===== src/rtl/iadc_pkg.sv =====
// package: constants and types for the incremental converter sequencer
// Summary of operation
// - integrator reset asserted at the start of every conversion
// - result counter increments each integration clock with comparator high
// - feedback reference follows comparator to drive integrator back toward zero
// - integrate over 2^(n+2) integration clocks per result
// - period timer counts 256 clocks and pulses a period tick
// - 2^(n-6) integrating periods then one period for reset and processing
// - resolution n from 6 through 14 sizes counter and timing
// - result delivered unsigned or two's complement per format setting
// - data-available flag set on new result, cleared by software after read
package iadc_pkg;
  localparam int unsigned PERIOD_COUNT = 256;
  localparam int unsigned PERIOD_BITS = 8;
  // window is 256 * 2^(n-6) = 2^(n+2) clocks; count is scaled back to n bits
  localparam int unsigned EVAL_SHIFT = 2;
  localparam int unsigned RES_MIN = 6;
  localparam int unsigned RES_MAX = 14;
  localparam int unsigned RES_BITS = 4;
  localparam logic [3:0] RES_RESET = 4'h8;
  localparam int unsigned FIFO_DEPTH = 32;
  localparam int unsigned FIFO_WIDTH = 16;
  localparam int unsigned SYS_CLK_HZ = 25000000;
  localparam int unsigned RATE_MIN_SPS = 125;
  localparam int unsigned RATE_MAX_SPS = 31250;

  typedef enum logic [2:0] {
    ST_IDLE = 3'b001,
    ST_INTEG = 3'b010,
    ST_PROC = 3'b100
  } iadc_state_t;

  // signed result: offset by half scale, i.e. invert msb of the n-bit count
  function automatic logic [15:0] iadc_format(input logic [15:0] count,
      input logic [3:0] res, input logic signed_fmt);
    logic [15:0] v;
    logic [15:0] half;
    v = count;
    half = 16'h0001 << res;
    half = half >> 1;
    if (signed_fmt) begin
      v = count - half;
      if (v[res - 4'h1]) begin
        v = v | ~((16'h0001 << res) - 16'h0001);
      end
    end
    return v;
  endfunction
endpackage


===== src/rtl/iadc_fifo.sv =====
// module: result fifo with valid/ready on both sides
`timescale 1ns/1ps
module iadc_fifo #(
  parameter int WIDTH = 16,
  parameter int DEPTH = 32
) (
  // clock and reset
  input wire logic sys_clk,
  input wire logic reset,
  // write side
  input wire logic wr_valid,
  output logic wr_ready,
  input wire logic [WIDTH-1:0] wr_data,
  // read side
  output logic rd_valid,
  input wire logic rd_ready,
  output logic [WIDTH-1:0] rd_data
);
  localparam int AW = $clog2(DEPTH);
  initial begin
    if (DEPTH < 2 || (DEPTH & (DEPTH - 1)) != 0) $error("depth must be power of two");
  end
  logic [WIDTH-1:0] mem [DEPTH];
  logic [AW:0] wptr_reg;
  logic [AW:0] rptr_reg;
  logic [WIDTH-1:0] out_reg;
  logic out_valid_reg;
  logic empty;
  logic pop;

  assign empty = (wptr_reg == rptr_reg);
  assign wr_ready = !((wptr_reg[AW] != rptr_reg[AW]) && (wptr_reg[AW-1:0] == rptr_reg[AW-1:0]));
  // output register refills whenever the fifo holds a word and the register is empty or being taken
  assign pop = !empty && (!out_valid_reg || rd_ready);
  assign rd_valid = out_valid_reg;
  assign rd_data = out_reg;

  always_ff @(posedge sys_clk) begin
    if (wr_valid && wr_ready) begin
      mem[wptr_reg[AW-1:0]] <= wr_data;
    end
  end

  always_ff @(posedge sys_clk) begin
    if (reset) begin
      wptr_reg <= '0;
    end else if (wr_valid && wr_ready) begin
      wptr_reg <= wptr_reg + 1'b1;
    end
  end

  always_ff @(posedge sys_clk) begin
    if (reset) begin
      rptr_reg <= '0;
      out_reg <= '0;
      out_valid_reg <= 1'b0;
    end else begin
      if (pop) begin
        rptr_reg <= rptr_reg + 1'b1;
        out_reg <= mem[rptr_reg[AW-1:0]];
        out_valid_reg <= 1'b1;
      end else if (rd_ready) begin
        out_valid_reg <= 1'b0;
      end
    end
  end
endmodule // iadc_fifo


===== src/rtl/iadc_seq.sv =====
// module: incremental converter sequencer top
`timescale 1ns/1ps
module iadc_seq
  import iadc_pkg::*;
#(
  parameter int DEPTH = FIFO_DEPTH
) (
  // clock and reset; sys_clk is the integration clock
  input wire logic sys_clk,
  input wire logic reset,
  // configuration
  input wire logic run,
  input wire logic [3:0] resolution,
  input wire logic signed_format,
  // analog side
  input wire logic comparator,
  output logic integ_reset,
  output logic ref_positive,
  output logic period_tick,
  // result stream
  output logic result_valid,
  input wire logic result_ready,
  output logic [15:0] result_data,
  // data-available flag
  output logic data_available,
  input wire logic clear_flag
);
  initial begin
    if (DEPTH < 2) $error("fifo depth too small");
  end

  ////////////////////////////////////////////////////////////////
  logic comp_meta_reg;
  logic comp_sync_reg;
  iadc_state_t state_reg;
  logic [PERIOD_BITS-1:0] timer_reg;
  logic [8:0] period_cnt_reg;
  logic [16:0] count_reg;
  logic [16:0] count_final;
  logic [16:0] count_scaled;
  logic [3:0] res_reg;
  logic fmt_reg;
  logic push_reg;
  logic [15:0] push_data_reg;
  logic ref_pos_reg;
  logic flag_reg;
  logic fifo_ready;
  logic [8:0] periods_needed;
  logic [3:0] res_ok;

  // out-of-range settings clamp into the served range
  assign res_ok = (resolution < 4'(RES_MIN)) ? 4'(RES_MIN) :
                  (resolution > 4'(RES_MAX)) ? 4'(RES_MAX) : resolution;
  assign periods_needed = 9'h001 << (res_reg - 4'(RES_MIN));

  always_ff @(posedge sys_clk) begin
    if (reset) begin
      comp_meta_reg <= 1'b0;
      comp_sync_reg <= 1'b0;
    end else begin
      comp_meta_reg <= comparator;
      comp_sync_reg <= comp_meta_reg;
    end
  end

  ////////////////////////////////////////////////////////////////
  // period timer, runs on the integration clock whenever not idle
  always_ff @(posedge sys_clk) begin
    if (reset || state_reg == ST_IDLE) begin
      timer_reg <= '0;
    end else begin
      timer_reg <= timer_reg + 1'b1;
    end
  end
  assign period_tick = (state_reg != ST_IDLE) &&
                       (timer_reg == PERIOD_BITS'(PERIOD_COUNT - 1));

  ////////////////////////////////////////////////////////////////
  always_ff @(posedge sys_clk) begin
    if (reset) begin
      state_reg <= ST_IDLE;
      period_cnt_reg <= '0;
      res_reg <= RES_RESET;
      fmt_reg <= 1'b0;
    end else begin
      unique case (state_reg)
        ST_IDLE: begin
          if (run) begin
            res_reg <= res_ok;
            fmt_reg <= signed_format;
            state_reg <= ST_PROC;
          end
        end
        ST_INTEG: begin
          if (period_tick) begin
            if (period_cnt_reg == periods_needed - 9'h001) begin
              period_cnt_reg <= '0;
              state_reg <= ST_PROC;
            end else begin
              period_cnt_reg <= period_cnt_reg + 9'h001;
            end
          end
        end
        ST_PROC: begin
          // stall here while the fifo is full, so no result is lost
          if (period_tick && fifo_ready) begin
            if (run) begin
              res_reg <= res_ok;
              fmt_reg <= signed_format;
              state_reg <= ST_INTEG;
            end else begin
              state_reg <= ST_IDLE;
            end
          end
        end
        default: state_reg <= ST_IDLE;
      endcase
    end
  end

  // integrator held in reset during the processing period
  assign integ_reset = (state_reg != ST_INTEG);

  always_ff @(posedge sys_clk) begin
    if (reset || state_reg != ST_INTEG) begin
      count_reg <= '0;
    end else if (comp_sync_reg) begin
      count_reg <= count_reg + 17'h00001;
    end
  end
  // 17 bits: a full 14-bit window reaches 2^16 counts
  assign count_final = count_reg + {16'h0000, comp_sync_reg};
  assign count_scaled = count_final >> EVAL_SHIFT;

  always_ff @(posedge sys_clk) begin
    if (reset || state_reg != ST_INTEG) begin
      ref_pos_reg <= 1'b0;
    end else begin
      ref_pos_reg <= !comp_sync_reg;
    end
  end
  assign ref_positive = ref_pos_reg;

  ////////////////////////////////////////////////////////////////
  always_ff @(posedge sys_clk) begin
    if (reset) begin
      push_reg <= 1'b0;
      push_data_reg <= '0;
    end else begin
      if (state_reg == ST_INTEG && period_tick &&
          period_cnt_reg == periods_needed - 9'h001) begin
        // includes this last cycle's sample; full scale saturates at 2^n - 1
        push_reg <= 1'b1;
        push_data_reg <= iadc_format((count_scaled[15:0] == (16'h0001 << res_reg)) ?
          count_scaled[15:0] - 16'h0001 : count_scaled[15:0], res_reg, fmt_reg);
      end else if (fifo_ready) begin
        push_reg <= 1'b0;
      end
    end
  end

  always_ff @(posedge sys_clk) begin
    if (reset) begin
      flag_reg <= 1'b0;
    end else if (push_reg && fifo_ready) begin
      flag_reg <= 1'b1;
    end else if (clear_flag) begin
      flag_reg <= 1'b0;
    end
  end
  assign data_available = flag_reg;

  iadc_fifo #(.WIDTH(FIFO_WIDTH), .DEPTH(DEPTH)) u_fifo (
    .sys_clk(sys_clk),
    .reset(reset),
    .wr_valid(push_reg),
    .wr_ready(fifo_ready),
    .wr_data(push_data_reg),
    .rd_valid(result_valid),
    .rd_ready(result_ready),
    .rd_data(result_data)
  );

  ////////////////////////////////////////////////////////////////
  logic [8:0] tick_seen_reg;
  always_ff @(posedge sys_clk) begin
    if (reset || state_reg != ST_INTEG) begin
      tick_seen_reg <= '0;
    end else if (period_tick) begin
      tick_seen_reg <= tick_seen_reg + 9'h001;
    end
  end

  tick_period_a: assert property (@(posedge sys_clk) disable iff (reset)
    period_tick |=> !period_tick [*8]) else $error("period tick too close");
  integ_clear_a: assert property (@(posedge sys_clk) disable iff (reset)
    integ_reset |=> count_reg == 17'h00000) else $error("count not cleared");
  count_inc_a: assert property (@(posedge sys_clk) disable iff (reset)
    (state_reg == ST_INTEG && $past(state_reg) == ST_INTEG && $past(comp_sync_reg))
    |-> count_reg == $past(count_reg) + 17'h00001) else $error("count missed");
  ref_follow_a: assert property (@(posedge sys_clk) disable iff (reset)
    (state_reg == ST_INTEG && comp_sync_reg) |=> (!ref_positive || integ_reset))
    else $error("reference not reversed");
  start_reset_a: assert property (@(posedge sys_clk) disable iff (reset)
    ($rose(state_reg == ST_INTEG)) |-> $past(integ_reset))
    else $error("no integrator reset");
  window_len_a: assert property (@(posedge sys_clk) disable iff (reset)
    (state_reg == ST_INTEG) |-> tick_seen_reg < periods_needed)
    else $error("integration overrun");
  flag_set_a: assert property (@(posedge sys_clk) disable iff (reset)
    (push_reg && fifo_ready) |=> data_available) else $error("flag not set");
  res_range_a: assert property (@(posedge sys_clk) disable iff (reset)
    res_reg >= 4'(RES_MIN) && res_reg <= 4'(RES_MAX)) else $error("bad resolution");
  proc_len_a: assert property (@(posedge sys_clk) disable iff (reset)
    $rose(state_reg == ST_PROC) && fifo_ready |=> (state_reg == ST_PROC) [*8])
    else $error("processing period short");
endmodule // iadc_seq


===== config.mk =====
export PLATFORM = sky130hd
export DESIGN_NAME = iadc_seq
export DESIGN_NICKNAME = d
export VERILOG_FILES = /design/src/rtl/iadc_pkg.sv /design/src/rtl/iadc_fifo.sv /design/src/rtl/iadc_seq.sv
export SDC_FILE = /design/constraint.sdc
export NUM_CORES = 1
export LEC_CHECK = 0
export ABC_AREA = 1
export BUFFER_PORTS_ARGS = -buffer_cell sky130_fd_sc_hd__buf_4
export CAP_MARGIN = 20
export CORE_AREA = 2 2 232 234
export CTS_CLUSTER_SIZE = 30
export DETAILED_ROUTE_END_ITERATION = 7
export DIE_AREA = 0 0 234 236
export PLACE_DENSITY = 0.66
export SKIP_LAST_GASP = 1
export SLEW_MARGIN = 20
export SYNTH_ARGS = -nofsm -noshare
export SYNTH_HDL_FRONTEND = slang
export SYNTH_HIERARCHICAL = 1
export SYNTH_SLANG_ARGS = --single-unit
export TNS_END_PERCENT = 100

===== constraint.sdc =====
create_clock -name sys_clk -period 4.8 [get_ports sys_clk]
set_input_delay 0.48 -clock sys_clk [delete_from_list [all_inputs] [get_ports sys_clk]]
set_output_delay 0.48 -clock sys_clk [all_outputs]
set_load 0.02 [all_outputs]

==> impl_metrics.ini, run 1 <==
[detailed_routing]
wl_per_cell_um = 19.4
ant_nets = 0
routed_wirelength_mm = 76.8
drt-initial-drc-count = 1936
drt_first_pass_iters = 7
vias_per_cell = 5.37
drcViolationCount = 0
num_vias = 21200

[clocking]
ctsHtreeMaxLevel = 3
cts_tree = yes
cts-buffers-inserted = 66
root_buffer = clkbuf_16
ctsLongestPathBuffers = 3
clkSinkCount = 604
clk_pin_slew_worst_paths_ps = 60
clk-insertion-delay-late_ps = 610

[global_route]
grt_max_degree = 130
globalRouteOverflowTotal = 0
grt_pass1_wl_mm = 118
grt_antenna_before_repair = 0
grt_pass1_vias = 20000
track_usage = 0.282

[finish]
fin_nets = 3258
diodes = 0
drive_gt1_frac = 0.124
largest_register_ffs = 512
syn2layout_area_growth_pct = 13.4
fin_util = 0.614

[logic_synthesis]
ys_seq_elements = 604
synth_nets = 3152
synth_area_leaders = edfxtp_1 (54%), nand2_1 (13%), nand3_1 (6.5%), dfxtp_1 (6.4%), inv_1 (4.8%)
syn_area_mm2 = 0.0287
yosysTopAreaCell = edfxtp_1
syn_avg_cell_area_um2 = 9.25
synth_top_area_frac = 0.535
postSynthCellCount = 3105
ys_seq_area_frac = 0.599
ys_warn_count = 6
synth.distinct_cells = 54

[status]
status = finished, final reports clean

[worst_setup_path]
cpMostUsedCell = nand2_1
worst_ep_arrival_time_ps = 4960
critical-path-top-delay-family = simple AND/OR/NAND/NOR gates
max_stage_delay_ps = 350
path_max_fanout = 8
crit_path_end_kind = flop
start_kind = flop
cp_num_buf_inv = 5
reg2reg_depth = 31
worst_path_max_delay_cell = dfxtp_1
worstSetupPathType = flop to flop
critical_path_required_ps = 5300
worstSetupPathDepth = 31

[floorplanning]
die_h_um = 236
fp.coreArea_mm2 = 0.0531
num_rows = 85
dieArea_mm2 = 0.0552
pin_count = 32
chipWidth_um = 234
initial_core_util = 0.541

[placement]
port_buffers = 31
place.gp.congestion = 0.919
hpwl_mm = 47.7
post-place-ws_ps = -174

[job]
cap_violations = 0

[hold_path]
whs_path_depth = 3
hp-class = input pin to flop

[sta]
finalSetupTns_ps = 0
tightest_slew_ps = 1050
fin_ws_ps = 344
relSlewSlack = 0.299
setup_viol = 0
hold_viol = 0
max_freq_mhz = 224
rsz0062_at_grt = yes
fin_skew_ps = 20.7
period_needed_ps = 4460
fin_crit_sh = 0.928
maxSlewViolCount = 0

[power_and_ir_drop]
powerDensity_mw_per_mm2 = 480
power_mw = 15.6
p_leak_nw = 13.7
vdd_drop_max_uv = 310
==> repair_timing <==
action | CTS | global route
gates resized for setup | 4 | 67
buffers inserted | 0 | 5
hold endpoints to repair | 0 | 0
pin swaps | 0 | 9
cloned | 0 | 1
hold buffers | 0 | 0
endpoints found under the setup margin | 16 | 16
==> through the flow <==
step,area [um2],hold WS [ps],std cells
2_1_floorplan,28700,388,3105
3_3_place_gp,30200,429,3833
3_5_place_dp,30200,441,3833
4_1_cts,32300,63.1,3948
5_1_grt,32600,116,3954
6_report,32600,81.8,3954
==> where the power goes <==
group	internal [mW]	switching [mW]
Combinational	1.74	3.20
Sequential	5.67	0.0967
Clock	2.89	2.04
==> worst paths after layout <==
path / end / slack (ps) / start
worst max register to register: push_data_reg[3] / 340 / res_reg[1]
worst max-delay path: push_data_reg[3] / 340 / res_reg[1]
worst min-delay path: comp_meta_reg / 80 / comparator
worst min register to register: push_data_reg[7] / 450 / push_data_reg[7]
==> final cells by class <==
class                           count  area [um2]
Fill cell                        4446       20500
Multi-Input combinational cell   1994        9600
Sequential cell                   604       17200
Clock inverter                     24         196
Timing Repair Buffer              168        1320
Inverter                          377        1430
Clock buffer                       91        1930
Tap cell                          696         871
==> layer usage <==
metal  part of all wire  track usage
met2               0.48        0.462
met4              0.030       0.0963
met1               0.42        0.391
met3              0.071       0.0340
met5                  0            0
==> worst register-to-register path: cells and delay by family, from the launching register on <==
kind / cells / cell delay [ps]
flops: 1 / 350
buf+inv: 5 / 530
compound gates: 2 / 420
xor+xnor: 1 / 270
simple gates: 21 / 2250
fa+ha+maj: 2 / 530
==> cells in the final DEF (no fill, tap or decap), types with 17 or more instances in the layout <==
| cell | instances |
|---|---|
| a21oi_1 | 109 |
| buf_4 | 163 |
| clkbuf_16 | 71 |
| dfxtp_1 | 77 |
| edfxtp_1 | 512 |
| ha_1 | 31 |
| inv_1 | 362 |
| nand2_1 | 953 |
| nand2_2 | 22 |
| nand3_1 | 372 |
| nor2_1 | 242 |
| nor3_1 | 17 |
| o21ai_0 | 49 |
| xor2_1 | 51 |
==> synth_stat cells, drive strengths merged <==
| library cell | count |
|---|---|
| nand2 | 984 |
| edfxtp | 512 |
| nand3 | 386 |
| inv | 376 |
| nor2 | 265 |
| a21oi | 114 |
| buf | 112 |
| dfxtp | 92 |
| o21ai | 59 |
| xor2 | 55 |
| ha | 35 |
| nor3 | 30 |
| clkbuf | 19 |
| nand4 | 13 |
| xnor2 | 12 |
| o21bai | 8 |
| a211oi | 4 |
| nand3b | 4 |
| nor3b | 4 |
| nor4 | 4 |
| o31ai | 3 |
| or2 | 3 |
| a31oi | 2 |
| a21boi | 1 |
| a21o | 1 |
| a221oi | 1 |
| and2 | 1 |
| clkinv | 1 |
| fa | 1 |
| o211ai | 1 |
| o21a | 1 |
| o22ai | 1 |
==> cells by family after synthesis <==
group                      after synthesis  synth area share
buffers and inverters                  508            0.0750
xor gates and xnor gates                67            0.0210
adders and majority gates               36            0.0159
and+or+nand+nor                       1694             0.252
AOI/OAI and AO/OA                      196            0.0367
DFF                                    604             0.599
Power figures use the tool's default switching activity.
==> inputs of run 2 (changes only) <==
PLACE_DENSITY = 0.7   (was 0.66)
==> run 2 against run 1 <==
Via count increased by 1.0%; largest power group unchanged; non-clock buffer count decreased by 47; core utilization decreased by 0.80 points; sequential share of layout area increased by 0.66 points; clock power increased by 2%; highest routed layer unchanged; sequential cell count unchanged; wire length decreased by 0.75%; hold slack got worse by 2.6 ps; die area unchanged; global-route usage decreased by 0.38 points.
==> impl_metrics.ini, run 2 (same netlist as run 1, synthesis figures left out) <==
[detailed_routing]
ant_nets = 0
drt-initial-drc-count = 2434
num_vias = 21400
routed_wirelength_mm = 76.2
wl_per_cell_um = 19.5
drcViolationCount = 0
vias_per_cell = 5.48
drt_first_pass_iters = 5

[clocking]
cts_tree = yes
cts-buffers-inserted = 67
ctsLongestPathBuffers = 3
ctsHtreeMaxLevel = 3
clk-insertion-delay-late_ps = 620
clkSinkCount = 604
clk_pin_slew_worst_paths_ps = 60
root_buffer = clkbuf_16

[floorplanning]
num_rows = 85
fp.coreArea_mm2 = 0.0531
pin_count = 32
chipWidth_um = 234
initial_core_util = 0.541
dieArea_mm2 = 0.0552
die_h_um = 236

[power_and_ir_drop]
p_leak_nw = 13.4
vdd_drop_max_uv = 307
powerDensity_mw_per_mm2 = 475

[finish]
drive_gt1_frac = 0.104
fin_util = 0.606
syn2layout_area_growth_pct = 12.0
final_common_cell = nand2_1
most-common-layout-cells = nand2_1 (957), edfxtp_1 (512), nand3_1 (375)
diodes = 0
largest_register_ffs = 512
fin_nets = 3212
fin_area_mm2 = 0.0322

[sta]
maxSlewViolCount = 0
setup_viol = 0
period_needed_ps = 4470
max_freq_mhz = 224
fin_ws_ps = 329
fin_crit_sh = 0.931
fin_skew_ps = 21.6
relSlewSlack = 0.252
tightest_slew_ps = 1120
hold_viol = 0

[worst_setup_path]
worst_ep_arrival_time_ps = 4970
cpMostUsedCell = nand2_1
start_kind = flop
reg2reg_depth = 31
critical_path_required_ps = 5300
worst_path_max_delay_cell = fa_1
path_max_fanout = 16
worstSetupPathType = flop to flop
max_stage_delay_ps = 460
crit_path_end_kind = flop

[placement]
port_buffers = 31
hpwl_mm = 46.6
placed_area_mm2 = 0.0298
post-place-ws_ps = -161
place.gp.congestion = 0.942

[global_route]
grt_max_degree = 181
globalRouteOverflowTotal = 0
grt_pass1_wl_mm = 116
grt_antenna_before_repair = 0
grt_pass1_vias = 20600
track_usage = 0.278

[hold_path]
hp-class = input pin to flop
whs_path_depth = 3

[job]
cap_violations = 0

[status]
status = finished, final reports clean
==> run 2: cell types whose count changed in the layout (fill, tap and decap cells not counted), sizes merged <==
cell      delta
clkbuf      -10
clkinvlp     +2
nand2        -1
buf         -47
bufinv       +3
clkinv      +12
==> run 2: critical path: cells and delay by family, from the launching register on <==
kind	cells	cell delay [ps]
and+or+nand+nor	19	1870
adders and majority gates	3	950
xor gates and xnor gates	2	420
buffers and inverters	4	410
AOI/OAI and AO/OA	3	360
DFF	1	350
==> run 2: metrics by stage <==
step                hold WS (ps)  setup TNS, ps  instances  power, mW
floorplan                    388              0       3105       9.12
global placement             418           -125       3788       10.1
detailed placement           418          -2100       3788       10.1
CTS                         54.1              0       3909       15.2
global route                96.1           -114       3913       16.0
finish                      79.2              0       3913       15.3
==> run 2: cell type report <==
class | instances | area (um2)
well taps | 696 | 871
clock buffers | 81 | 1810
fillers | 4394 | 20900
repair buffers | 121 | 958
repair inverters | 1 | 7.51
flip-flops and latches | 604 | 17200
clock inverters | 40 | 338
inverters | 377 | 1430
multi-input cells | 1993 | 9520
==> run 2: worst paths after layout <==
check	start	slack, ps	end
worst max-delay path	res_reg[1]	330	push_data_reg[9]
worst min-delay path	comparator	80	comp_meta_reg
worst max register to register	res_reg[1]	330	push_data_reg[9]
worst min register to register	comp_meta_reg	420	comp_sync_reg
==> run 2: routing by layer <==
layer,track usage,vias to the layer above,part of all wire
met5,0,-,0
met4,0.123,0,0.039
met3,0.0517,151,0.086
met2,0.434,918,0.46
met1,0.382,10100,0.41
li1,-,10300,-
==> run 2: report_power, final <==
part / internal [mW] / leakage (nW) / switching, mW / total [mW]
clock: 2.92 / 1.06 / 2.09 / 5.01
sequential: 5.67 / 5.94 / 0.105 / 5.78
combinational: 1.40 / 6.43 / 3.08 / 4.48
==> run 2: timing repair <==
action                                 4_1_cts  5_1_grt
buffers inserted                             0        3
gates cloned                                 0        1
pin swaps                                    0        1
hold buffers                                 0        0
endpoints found under the hold margin        0        0
gates resized for setup                      5       39
setup endpoints to repair                   16       16
==> inputs of run 3 (changes only) <==
BUFFER_PORTS_ARGS = unset   (was -buffer_cell sky130_fd_sc_hd__buf_4)
DONT_BUFFER_PORTS = 1   (was unset)
TNS_END_PERCENT = 1   (was 100)
==> run 3 against run 2 <==
Power decreased by 0.80%; sequential share of layout area increased by 0.37 points; first-iteration DRC count fell by 15%; highest routed layer unchanged; largest power group unchanged; critical path type unchanged.
==> impl_metrics.ini, run 3 (same netlist as run 1, synthesis figures left out) <==
[detailed_routing]
ant_nets = 0
drt_first_pass_iters = 5
drt-initial-drc-count = 2068
wl_per_cell_um = 19.4
drcViolationCount = 0
routed_wirelength_mm = 75.4
vias_per_cell = 5.47
num_vias = 21300

[floorplanning]
chipWidth_um = 234
num_rows = 85
fp.coreArea_mm2 = 0.0531
dieArea_mm2 = 0.0552
die_h_um = 236
pin_count = 32
initial_core_util = 0.541

[finish]
syn2layout_area_growth_pct = 11.3
fin_nets = 3193
largest_register_ffs = 512
nFillCells = 4356
final_common_cell = nand2_1
diodes = 0
instances_no_fill = 3893
fin_area_mm2 = 0.0320
drive_gt1_frac = 0.102
most-common-layout-cells = nand2_1 (953), edfxtp_1 (512), nand3_1 (373)

[clocking]
cts_tree = yes
ctsHtreeMaxLevel = 2
clkSinkCount = 604
ctsLongestPathBuffers = 3
clk-insertion-delay-late_ps = 650
root_buffer = clkbuf_16
cts-buffers-inserted = 60
clk_pin_slew_worst_paths_ps = 60

[global_route]
globalRouteOverflowTotal = 0
track_usage = 0.272
grt_pass1_vias = 20100
grt_max_degree = 204
grt_antenna_before_repair = 0
grt_pass1_wl_mm = 114

[sta]
setup_viol = 0
max_freq_mhz = 225
maxSlewViolCount = 0
tightest_slew_ps = 1050
hold_ws_ps = 64.8
hold_viol = 0
rsz0062_at_grt = no
finalSetupTns_ps = 0
relSlewSlack = 0.297
period_needed_ps = 4450
fin_ws_ps = 349
fin_skew_ps = 24.7
fin_crit_sh = 0.927

[job]
cap_violations = 0

[hold_path]
hp-class = input pin to flop
min_from = signed_format

[worst_setup_path]
crit_path_end_kind = flop
worstSetupPathType = flop to flop
max_stage_delay_ps = 470
rr_startpoint = res_reg[0]
critical_path_required_ps = 5330
worst_ep_arrival_time_ps = 4980
path_max_fanout = 8
cpMostUsedCell = nand2_1
crit_start = res_reg[0]
start_kind = flop
worst_path_max_delay_cell = fa_1

[power_and_ir_drop]
powerDensity_mw_per_mm2 = 474
vdd_drop_max_uv = 372
p_leak_nw = 13.3

[placement]
dp.cells = 3772
post-place-ws_ps = 77.2
place.gp.congestion = 0.951
port_buffers = 0
hpwl_mm = 46.5
placed_area_mm2 = 0.0297

[status]
status = finished, final reports clean
run 3: metal layers:
| metal | global-route usage | part of all wire | vias up |
|---|---|---|---|
| met3 | 0.0428 | 0.083 | 154 |
| li1 | - | - | 10200 |
| met5 | 0 | 0 | - |
| met2 | 0.434 | 0.47 | 880 |
| met1 | 0.377 | 0.41 | 10100 |
| met4 | 0.104 | 0.040 | 0 |
run 3: worst paths after layout:
check,cells after the start,to,slack [ps]
max reg2reg,30,push_data_reg[12],350
min reg2reg,2,comp_sync_reg,420
max,30,push_data_reg[12],350
min,2,fmt_reg,60
run 3: metrics by stage:
| stage | total power, mW | utilization |
|---|---|---|
| 2_1_floorplan | 9.12 | - |
| 3_3_place_gp | 10.2 | 0.559 |
| 3_5_place_dp | 10.2 | 0.559 |
| 4_1_cts | 15.0 | 0.598 |
| 5_1_grt | 15.9 | 0.602 |
| 6_report | 15.1 | 0.602 |
run 3: final cells by class:
cell class                      instances  area [um2]  share of cell area
Sequential cell                       604       17200               0.539
Multi-Input combinational cell       1994        9550               0.299
Clock buffer                           73        1570              0.0492
Inverter                              377        1430              0.0446
Tap cell                              696         871              0.0272
Timing Repair Buffer                  109         868              0.0272
Clock inverter                         40         434              0.0136
run 3: worst max-delay path, delay by kind of cell, from the launching register on:
family / cells / cell delay [ps]
compound gates: 3 / 340
fa+ha+maj: 3 / 890
simple gates: 16 / 1660
buf+inv: 5 / 570
flops: 1 / 340
xor+xnor: 3 / 550
run 3: what timing repair did:
| action | in CTS | in global routing |
|---|---|---|
| hold endpoints to repair | 39 | 0 |
| hold buffers | 6 | 0 |
| gates resized for setup | 0 | 55 |
| setup buffers | 0 | 1 |
| setup endpoints to repair | 0 | 16 |
run 3: power by group:
| part | switching [mW] | total (mW) | internal [mW] |
|---|---|---|---|
| Clock | 2.02 | 4.78 | 2.76 |
| Sequential | 0.142 | 5.81 | 5.67 |
| Combinational | 3.13 | 4.55 | 1.42 |
